[src/design/jumper_option_consts.vh]
`ifndef JUMPER_OPTION_CONSTS_VH
`define JUMPER_OPTION_CONSTS_VH
// Target ID width and range
`define ID_WIDTH 4
// Spin-up delay multipliers, in seconds per ID step
`define MULT_ZERO 4'h0
`define MULT_TEN 4'ha
`define MULT_FOUR 4'h4
// Connector variants
`define VARIANT_68 1'b0
`define VARIANT_80 1'b1
// One second at 125 MHz
`define CLOCK_HZ 125000000
`define SECOND_CYCLES 125000000
// States of the spin-up sequencer
`define SPIN_IDLE 2'h0
`define SPIN_WAIT 2'h1
`define SPIN_RUN 2'h2
`define SPIN_STOP 2'h3
// Last settle count before the straps are latched
`define SETTLE_LAST 2'h3
`endif

[src/design/strap_sync.v]
`timescale 1ns/1ps
// ----------------------------------------------------------------
// Two-stage synchroniser for a group of strap pins
// ----------------------------------------------------------------
module strap_sync #(
	parameter WIDTH = 12
) (
	input wire clock,
	input wire nrst,
	input wire [WIDTH-1:0] din,
	output reg [WIDTH-1:0] dout
);
	reg [WIDTH-1:0] stage1;
	always @(posedge clock or negedge nrst) begin
		if (!nrst) begin
			stage1 <= {WIDTH{1'b0}};
			dout <= {WIDTH{1'b0}};
		end else begin
			stage1 <= din;
			dout <= stage1;
		end
	end
endmodule // strap_sync

[src/design/jumper_option_decoder.v]
`timescale 1ns/1ps
`include "jumper_option_consts.vh"
// Summary of operation
// - Four ID straps give unsigned ID 0-15
// - Auto mode starts motor without start command
// - Otherwise motor waits for start unit
// - Auto delay equals multiplier times own ID
// - 68-pin: none, start 0, delay 10, both 4
// - 80-pin: none 0, start off, delay 10
// - Write-protect refuses media-modifying commands
// - Write-protect sampled anew per command
// - Negotiation strap stops target-initiated negotiation
// - Parity strap disables parity checking, flagging
// - Attention strap suppresses reset Unit Attention
// - Attention strap discards pending Unit Attention
// - Auxiliary spin pin is input, low enables auto spin-up on 68-pin only
module jumper_option_decoder #(
	parameter SECOND_CYCLES = `SECOND_CYCLES
) (
	input wire clock,
	input wire nrst,
	input wire [3:0] idStrap_n,
	input wire autoStartStrap_n,
	input wire autoDelayStrap_n,
	input wire auxAutoStart_n,
	input wire writeProtectStrap_n,
	input wire noNegotiateStrap_n,
	input wire noParityStrap_n,
	input wire noAttentionStrap_n,
	input wire connectorVariant,
	input wire cmdValid,
	input wire cmdModifiesMedia,
	input wire startUnitCmd,
	input wire stopUnitCmd,
	input wire busReset,
	input wire parityErrorRaw,
	input wire unitAttentionRaw,
	output reg [3:0] targetId,
	output reg autoSpinMode,
	output reg [3:0] delayMultiplier,
	output reg motorStart,
	output reg mediaReady,
	output reg cmdAccept,
	output reg cmdRefuseProtect,
	output reg targetNegotiateEn,
	output reg parityError,
	output reg unitAttentionSet,
	output reg unitAttentionClear
);
	// ------------------------------------------------------------
	// Strap synchronisation, grounded strap reads as asserted
	// ------------------------------------------------------------
	wire [11:0] syncIn;
	wire [11:0] syncOut;
	assign syncIn = ~{idStrap_n, autoStartStrap_n, autoDelayStrap_n,
		auxAutoStart_n, writeProtectStrap_n, noNegotiateStrap_n,
		noParityStrap_n, noAttentionStrap_n, connectorVariant};
	strap_sync #(.WIDTH(12)) u_sync (
		.clock(clock),
		.nrst(nrst),
		.din(syncIn),
		.dout(syncOut)
	);
	// Synchronised strap fields
	wire [3:0] idOn = syncOut[11:8];
	wire startOn = syncOut[7];
	wire delayOn = syncOut[6];
	wire auxOn = syncOut[5];
	wire protectOn = syncOut[4];
	wire noNegOn = syncOut[3];
	wire noParOn = syncOut[2];
	wire noAttnOn = syncOut[1];
	// Grounded variant pin selects the 80-pin decode
	wire variant = syncOut[0];

	// ------------------------------------------------------------
	// Spin-up decode per connector variant
	// ------------------------------------------------------------
	// Returns {auto, multiplier}
	function [4:0] decodeSpin;
		input v;
		input st;
		input dl;
		input aux;
		begin
			if (v == `VARIANT_68) begin
				if (dl && st)
					decodeSpin = {1'b1, `MULT_FOUR};
				else if (dl)
					decodeSpin = {1'b1, `MULT_TEN};
				// Aux pin exists only on the 68-pin connector
				else if (st || aux)
					decodeSpin = {1'b1, `MULT_ZERO};
				else
					decodeSpin = {1'b0, `MULT_ZERO};
			end else begin
				if (dl && !st)
					decodeSpin = {1'b1, `MULT_TEN};
				else if (!dl && !st)
					decodeSpin = {1'b1, `MULT_ZERO};
				// Start strap, with or without delay: no multiplier, so no auto spin-up
				else
					decodeSpin = {1'b0, `MULT_ZERO};
			end
		end
	endfunction

	// ------------------------------------------------------------
	// Latch ID and spin-up settings once after reset release
	// ------------------------------------------------------------
	reg [1:0] settle;
	reg latched;
	wire [4:0] spinCode = decodeSpin(variant, startOn, delayOn, auxOn);
	always @(posedge clock or negedge nrst) begin
		if (!nrst) begin
			settle <= 2'h0;
			latched <= 1'b0;
			targetId <= 4'h0;
			autoSpinMode <= 1'b0;
			delayMultiplier <= 4'h0;
		end else if (!latched) begin
			// Two sync stages and the settle count precede the latch
			if (settle != `SETTLE_LAST) begin
				settle <= settle + 2'h1;
			end else begin
				latched <= 1'b1;
				targetId <= idOn;
				autoSpinMode <= spinCode[4];
				delayMultiplier <= spinCode[3:0];
			end
		end
	end

	// ------------------------------------------------------------
	// Spin-up sequencer: delay of multiplier times ID seconds
	// ------------------------------------------------------------
	reg [1:0] spinState;
	reg [7:0] secLeft;
	reg [31:0] tick;
	wire [7:0] delaySecs = {4'h0, delayMultiplier} * {4'h0, targetId};
	always @(posedge clock or negedge nrst) begin
		if (!nrst) begin
			spinState <= `SPIN_IDLE;
			secLeft <= 8'h0;
			tick <= 32'h0;
			motorStart <= 1'b0;
			mediaReady <= 1'b0;
		end else begin
			case (spinState)
			`SPIN_IDLE: begin
				if (startUnitCmd) begin
					spinState <= `SPIN_RUN;
				end else if (latched && autoSpinMode) begin
					secLeft <= delaySecs;
					tick <= 32'h0;
					spinState <= `SPIN_WAIT;
				end
			end
			`SPIN_WAIT: begin
				// A start unit command cuts the hold-off short
				if (startUnitCmd || secLeft == 8'h0) begin
					spinState <= `SPIN_RUN;
				// One second every SECOND_CYCLES clocks
				end else if (tick == SECOND_CYCLES - 1) begin
					tick <= 32'h0;
					secLeft <= secLeft - 8'h1;
				end else begin
					tick <= tick + 32'h1;
				end
			end
			`SPIN_RUN: begin
				if (stopUnitCmd) begin
					spinState <= `SPIN_STOP;
				end
			end
			`SPIN_STOP: begin
				// Stopped by command; only start unit restarts
				if (startUnitCmd)
					spinState <= `SPIN_RUN;
			end
			default: begin
				spinState <= `SPIN_IDLE;
			end
			endcase
			motorStart <= (spinState == `SPIN_RUN);
			mediaReady <= (spinState == `SPIN_RUN) && motorStart;
		end
	end

	// ------------------------------------------------------------
	// Per-command gates and option outputs
	// ------------------------------------------------------------
	// Set by power-on reset, cleared once straps are latched
	reg porPending;
	always @(posedge clock or negedge nrst) begin
		if (!nrst) begin
			cmdAccept <= 1'b0;
			cmdRefuseProtect <= 1'b0;
			targetNegotiateEn <= 1'b0;
			parityError <= 1'b0;
			unitAttentionSet <= 1'b0;
			unitAttentionClear <= 1'b0;
			porPending <= 1'b1;
		end else begin
			// Protect strap looked at on each command
			cmdRefuseProtect <= cmdValid && cmdModifiesMedia && protectOn;
			cmdAccept <= cmdValid && !(cmdModifiesMedia && protectOn);
			targetNegotiateEn <= !noNegOn;
			parityError <= parityErrorRaw && !noParOn;
			// Build Unit Attention after a reset unless disabled
			unitAttentionSet <= (unitAttentionRaw || porPending || busReset)
				&& !noAttnOn && latched;
			// Disabled: pending conditions are discarded instead
			unitAttentionClear <= noAttnOn && latched
				&& (porPending || busReset);
			if (latched)
				porPending <= 1'b0;
		end
	end
endmodule // jumper_option_decoder

[config.mk]
export PLATFORM = sky130hd
export DESIGN_NAME = jumper_option_decoder
export DESIGN_NICKNAME = d
export VERILOG_FILES = /design/src/design/strap_sync.v /design/src/design/jumper_option_decoder.v
export VERILOG_INCLUDE_DIRS = /design/src /design/src/design
export SDC_FILE = /design/constraint.sdc
export NUM_CORES = 1
export LEC_CHECK = 0
export ABC_AREA = 1
export BUFFER_PORTS_ARGS = -buffer_cell sky130_fd_sc_hd__buf_2
export CELL_PAD_IN_SITES_DETAIL_PLACEMENT = 1
export CELL_PAD_IN_SITES_GLOBAL_PLACEMENT = 1
export CORE_ASPECT_RATIO = 0.6
export CORE_MARGIN = 2
export CORE_UTILIZATION = 40
export DETAILED_ROUTE_END_ITERATION = 12
export GPL_ROUTABILITY_DRIVEN = 0
export PLACE_DENSITY = 0.83
export SLEW_MARGIN = 5
export SYNTH_ARGS = -nofsm -noshare
export SYNTH_HDL_FRONTEND = slang
export SYNTH_SLANG_ARGS = --single-unit
[constraint.sdc]
create_clock -name clock -period 2.5 [get_ports clock]
set_input_delay 0.5 -clock clock [delete_from_list [all_inputs] [get_ports clock]]
set_output_delay 0.5 -clock clock [all_outputs]
set_load 0.1 [all_outputs]
==> run_summary.xml <==
<?xml version="1.0" encoding="UTF-8"?>
<metrics>
  <group name="status">
    <metric name="run_status" unit="">complete, no violations</metric>
  </group>
  <group name="pwr">
    <metric name="p_int" unit="mW">2.19</metric>
    <metric name="power.net_switching" unit="mW">0.907</metric>
    <metric name="power.share.sequential" unit="">0.464</metric>
    <metric name="pwr-share-clk" unit="">0.448</metric>
    <metric name="static_leakage" unit="nW">2.75</metric>
    <metric name="fin_total_pwr" unit="mW">3.10</metric>
    <metric name="worst_ir_drop_vdd" unit="V">0.000339</metric>
    <metric name="power-per-cell-area" unit="nW/um2">577</metric>
    <metric name="power_frac_comb" unit="">0.088</metric>
    <metric name="sw_frac_of_total" unit="">0.293</metric>
  </group>
  <group name="routing">
    <metric name="routed-via-count" unit="">4243</metric>
    <metric name="drcViolationCount" unit="">0</metric>
    <metric name="drt_wl_total" unit="mm">13.8</metric>
    <metric name="vias_per_cell" unit="">5.10</metric>
    <metric name="postRouteAntennaNets" unit="">0</metric>
    <metric name="first_pass_iters" unit="">4</metric>
    <metric name="routed_wire_length_per_instance" unit="um">16.5</metric>
    <metric name="dr.first_iter.drc_count" unit="">431</metric>
  </group>
  <group name="cells_and_area">
    <metric name="post-route-util" unit="">0.475</metric>
    <metric name="antenna_cells_inserted" unit="">0</metric>
    <metric name="final_layout_size_suffix_gt1_frac" unit="">0.132</metric>
    <metric name="multi_input_area" unit="um2">2120</metric>
    <metric name="sequential_cell_area" unit="um2">2150</metric>
    <metric name="num-fill-cells" unit="">1407</metric>
    <metric name="area.growth.synth_to_final" unit="%">16.0</metric>
    <metric name="final_nets" unit="">705</metric>
    <metric name="instances_no_fill" unit="">832</metric>
  </group>
  <group name="critical_path">
    <metric name="critPathCaptureType" unit="">flop</metric>
    <metric name="cp_max_fo" unit="">4</metric>
    <metric name="data_required_time_of_the_critical_path" unit="ns">2.74</metric>
    <metric name="timing.critical_path.arrival" unit="ns">2.74</metric>
    <metric name="timing.setup.critical_path_class" unit="">flop to flop</metric>
    <metric name="start_kind" unit="">flop</metric>
  </group>
  <group name="timing">
    <metric name="timing_max_transition_violations_final" unit="">0</metric>
    <metric name="hold_violations" unit="">0</metric>
    <metric name="worst_clock_skew" unit="ns">0.00690</metric>
    <metric name="timing.hold.ws" unit="ns">0.111</metric>
    <metric name="finalSetupViolations" unit="">0</metric>
    <metric name="relSlewSlack" unit="">0.666</metric>
    <metric name="worst_slew_pin_slew" unit="ns">0.500</metric>
    <metric name="fin_crit" unit="ns">2.50</metric>
    <metric name="period_share" unit="">0.999</metric>
    <metric name="final.setup.tns" unit="ns">0</metric>
    <metric name="maximum_clock_rate" unit="MHz">401</metric>
    <metric name="unrepaired_setup_endpoints_after_global_routing" unit="">true</metric>
  </group>
  <group name="logic_synthesis">
    <metric name="syn-mean-instance-area" unit="um2">7.39</metric>
    <metric name="cell_type_with_the_highest_aggregate_area_in_the_netlist" unit="">dfrtp_1</metric>
    <metric name="synthesis.instances" unit="">626</metric>
    <metric name="synth_enable_flop_cells" unit="">0</metric>
    <metric name="synth_cell_types" unit="">32</metric>
    <metric name="post-synth-top-area-fraction" unit="">0.455</metric>
    <metric name="yosys_register_bits" unit="">85</metric>
    <metric name="synth_ff_type" unit="">dfrtp_1</metric>
    <metric name="synth-warning-count" unit="">0</metric>
    <metric name="syn_area" unit="um2">4620</metric>
    <metric name="netlist_top_cells_count" unit="">205 x nand2_1, 101 x nor2_1, 84 x dfrtp_1</metric>
    <metric name="synth_top_cells_by_area" unit="">dfrtp_1 45%, nand2_1 17%, nor2_1 8.2%, inv_1 6.7%, nand3_1 5.2%</metric>
    <metric name="postSynth.asyncResetShare" unit="">1.00</metric>
    <metric name="syn_nets" unit="">664</metric>
    <metric name="yosys.cell_count.top_type" unit="">nand2_1</metric>
    <metric name="synth.yosys.seq_area_share" unit="">0.460</metric>
  </group>
  <group name="clock_network">
    <metric name="cts.path.max_buffers" unit="">2</metric>
    <metric name="hold_buf_cts" unit="">0</metric>
    <metric name="clkLatencyLatePin" unit="ns">0.35</metric>
    <metric name="clock-sinks" unit="">85</metric>
    <metric name="clock_tree_from_tritoncts" unit="">done</metric>
    <metric name="root_buffer" unit="">clkbuf_16</metric>
    <metric name="tritoncts.num_buffers" unit="">9</metric>
    <metric name="worst_setup_hold_path_clk_slew" unit="ns">0.07</metric>
    <metric name="clock_tree.htree_level_count" unit="">3</metric>
  </group>
  <group name="die">
    <metric name="chipWidth" unit="um">143</metric>
    <metric name="core_region_area" unit="um2">11300</metric>
    <metric name="rows" unit="">30</metric>
    <metric name="initial_utilization" unit="">0.409</metric>
    <metric name="top_level_ports" unit="">38</metric>
    <metric name="chipHeight" unit="um">87.3</metric>
    <metric name="die_area" unit="um2">12500</metric>
  </group>
  <group name="placed_design">
    <metric name="hpwl" unit="mm">10.2</metric>
    <metric name="place.port_buffers" unit="">36</metric>
    <metric name="dp.cells" unit="">815</metric>
  </group>
  <group name="global_route">
    <metric name="total_congestion_overflow_after_global_routing" unit="">0</metric>
    <metric name="grt_start_max_net_pins" unit="">38</metric>
    <metric name="antenna_found_initial" unit="">0</metric>
    <metric name="grt_pass1_vias" unit="">4530</metric>
    <metric name="gr-usage-all-layers" unit="">0.238</metric>
    <metric name="wire_length_of_the_first_global_routing_pass" unit="mm">22.8</metric>
  </group>
  <group name="flow_run">
    <metric name="max-cap-violations" unit="">0</metric>
  </group>
  <group name="hold_path">
    <metric name="worst_hold_path_type" unit="">primary input to async pin</metric>
  </group>
</metrics>
==> metrics by stage <==
| step | instance area (um2) | worst slack, ns |
|---|---|---|
| after CTS | 5360 | -0.0117 |
| after global placement | 5020 | 0.0955 |
| after global routing | 5370 | -0.179 |
| final | 5370 | 0.00348 |
| after floorplan | 4680 | 0.0248 |
| after detailed placement | 5020 | -0.0393 |
==> cell families (layout without fill, tap and decap cells) <==
group,after synthesis,in the layout,synth area share
compound gates,34,34,0.0460
xor+xnor,2,2,0.00379
fa+ha+maj,17,17,0.0492
buf+inv,98,144,0.0909
flops,85,85,0.460
other cells,1,1,0.000811
simple gates,389,389,0.349
==> area by class of cell <==
| type | instances | share of cell area |
|---|---|---|
| Clock buffer | 9 | 0.0420 |
| Clock inverter | 7 | 0.0166 |
| Inverter | 84 | 0.0588 |
| Multi-Input combinational cell | 443 | 0.395 |
| Sequential cell | 85 | 0.400 |
| Tap cell | 160 | 0.0373 |
| Timing Repair Buffer | 44 | 0.0499 |
==> critical path: stages (launching register included) <==
cell     delay, ns
dfrtp_4       0.51
nand2_1       0.08
inv_1         0.04
ha_1          0.29
ha_1          0.28
ha_2          0.17
inv_1         0.06
fa_2          0.38
inv_2         0.08
nand3_2       0.07
nand3_1       0.10
nand2_1       0.06
nand2_1       0.06
nand2_1       0.07
nand3_1       0.07
nand2_1       0.06
==> power by group through the flow <==
stage | clock (mW) | combinational (mW) | sequential [mW]
global route | 1.48 | 0.294 | 1.44
detailed placement | 0 | 0.270 | 1.46
finish | 1.39 | 0.273 | 1.44
floorplan | 0 | 0.0682 | 1.57
CTS | 1.42 | 0.276 | 1.44
global placement | 0 | 0.262 | 1.46
==> metal layers <==
layer,up-vias,global-route usage,part of all wire
li1,2024,-,-
met1,2080,0.335,0.48
met2,125,0.371,0.43
met3,14,0.0594,0.076
met4,0,0.0621,0.011
met5,-,0,0
==> placed cells by master, fill, tap and decap left out, types with 2 or more instances in the layout <==
cell / count
nand2_1: 202
nor2_1: 101
inv_1: 79
dfrtp_1: 79
nand3_1: 47
buf_2: 35
nand4_1: 16
o21ai_0: 13
ha_1: 12
nor3_1: 9
clkbuf_16: 9
o21bai_1: 8
a21oi_1: 7
buf_4: 7
inv_2: 5
dfrtp_4: 5
nand2_4: 4
nor2_2: 3
clkinv_8: 3
nand2_2: 2
xor2_1: 2
ha_2: 2
inv_8: 2
buf_12: 2
==> registers in the layout, indices dropped and copies added (netlist names), 2 cells and up <==
| name | count |
|---|---|
| tick | 32 |
| settle | 2 |
| delayMultiplier | 2 |
| secLeft | 8 |
| spinState | 2 |
| u_sync.stage1 | 12 |
| targetId | 4 |
| u_sync.dout | 12 |
==> final timing paths <==
check / cells past startpoint / end / slack (ns) / start
max reg2reg: 15 / secLeft[7]$_DFFE_PN0P_ / 0.003 / targetId[1]$_DFFE_PN0P_
max in group asynchronous: 2 / u_sync.stage1[10]$_DFF_PN0_ / 1.71 / nrst
max: 15 / secLeft[7]$_DFFE_PN0P_ / 0.003 / targetId[1]$_DFFE_PN0P_
min reg2reg: 0 / u_sync.dout[1]$_DFF_PN0_ / 0.35 / u_sync.stage1[1]$_DFF_PN0_
min in group clock: 2 / u_sync.stage1[4]$_DFF_PN0_ / 0.28 / writeProtectStrap_n
min: 1 / settle[1]$_DFFE_PN0P_ / 0.11 / nrst
==> timing repair <==
| action | CTS | global route |
|---|---|---|
| buffers inserted | 1 | 0 |
| resized for setup | 2 | 2 |
| endpoints found under the setup margin | 1 | 2 |
| pin swaps | 4 | 1 |
Note: power is estimated with default switching activity, not from simulation.
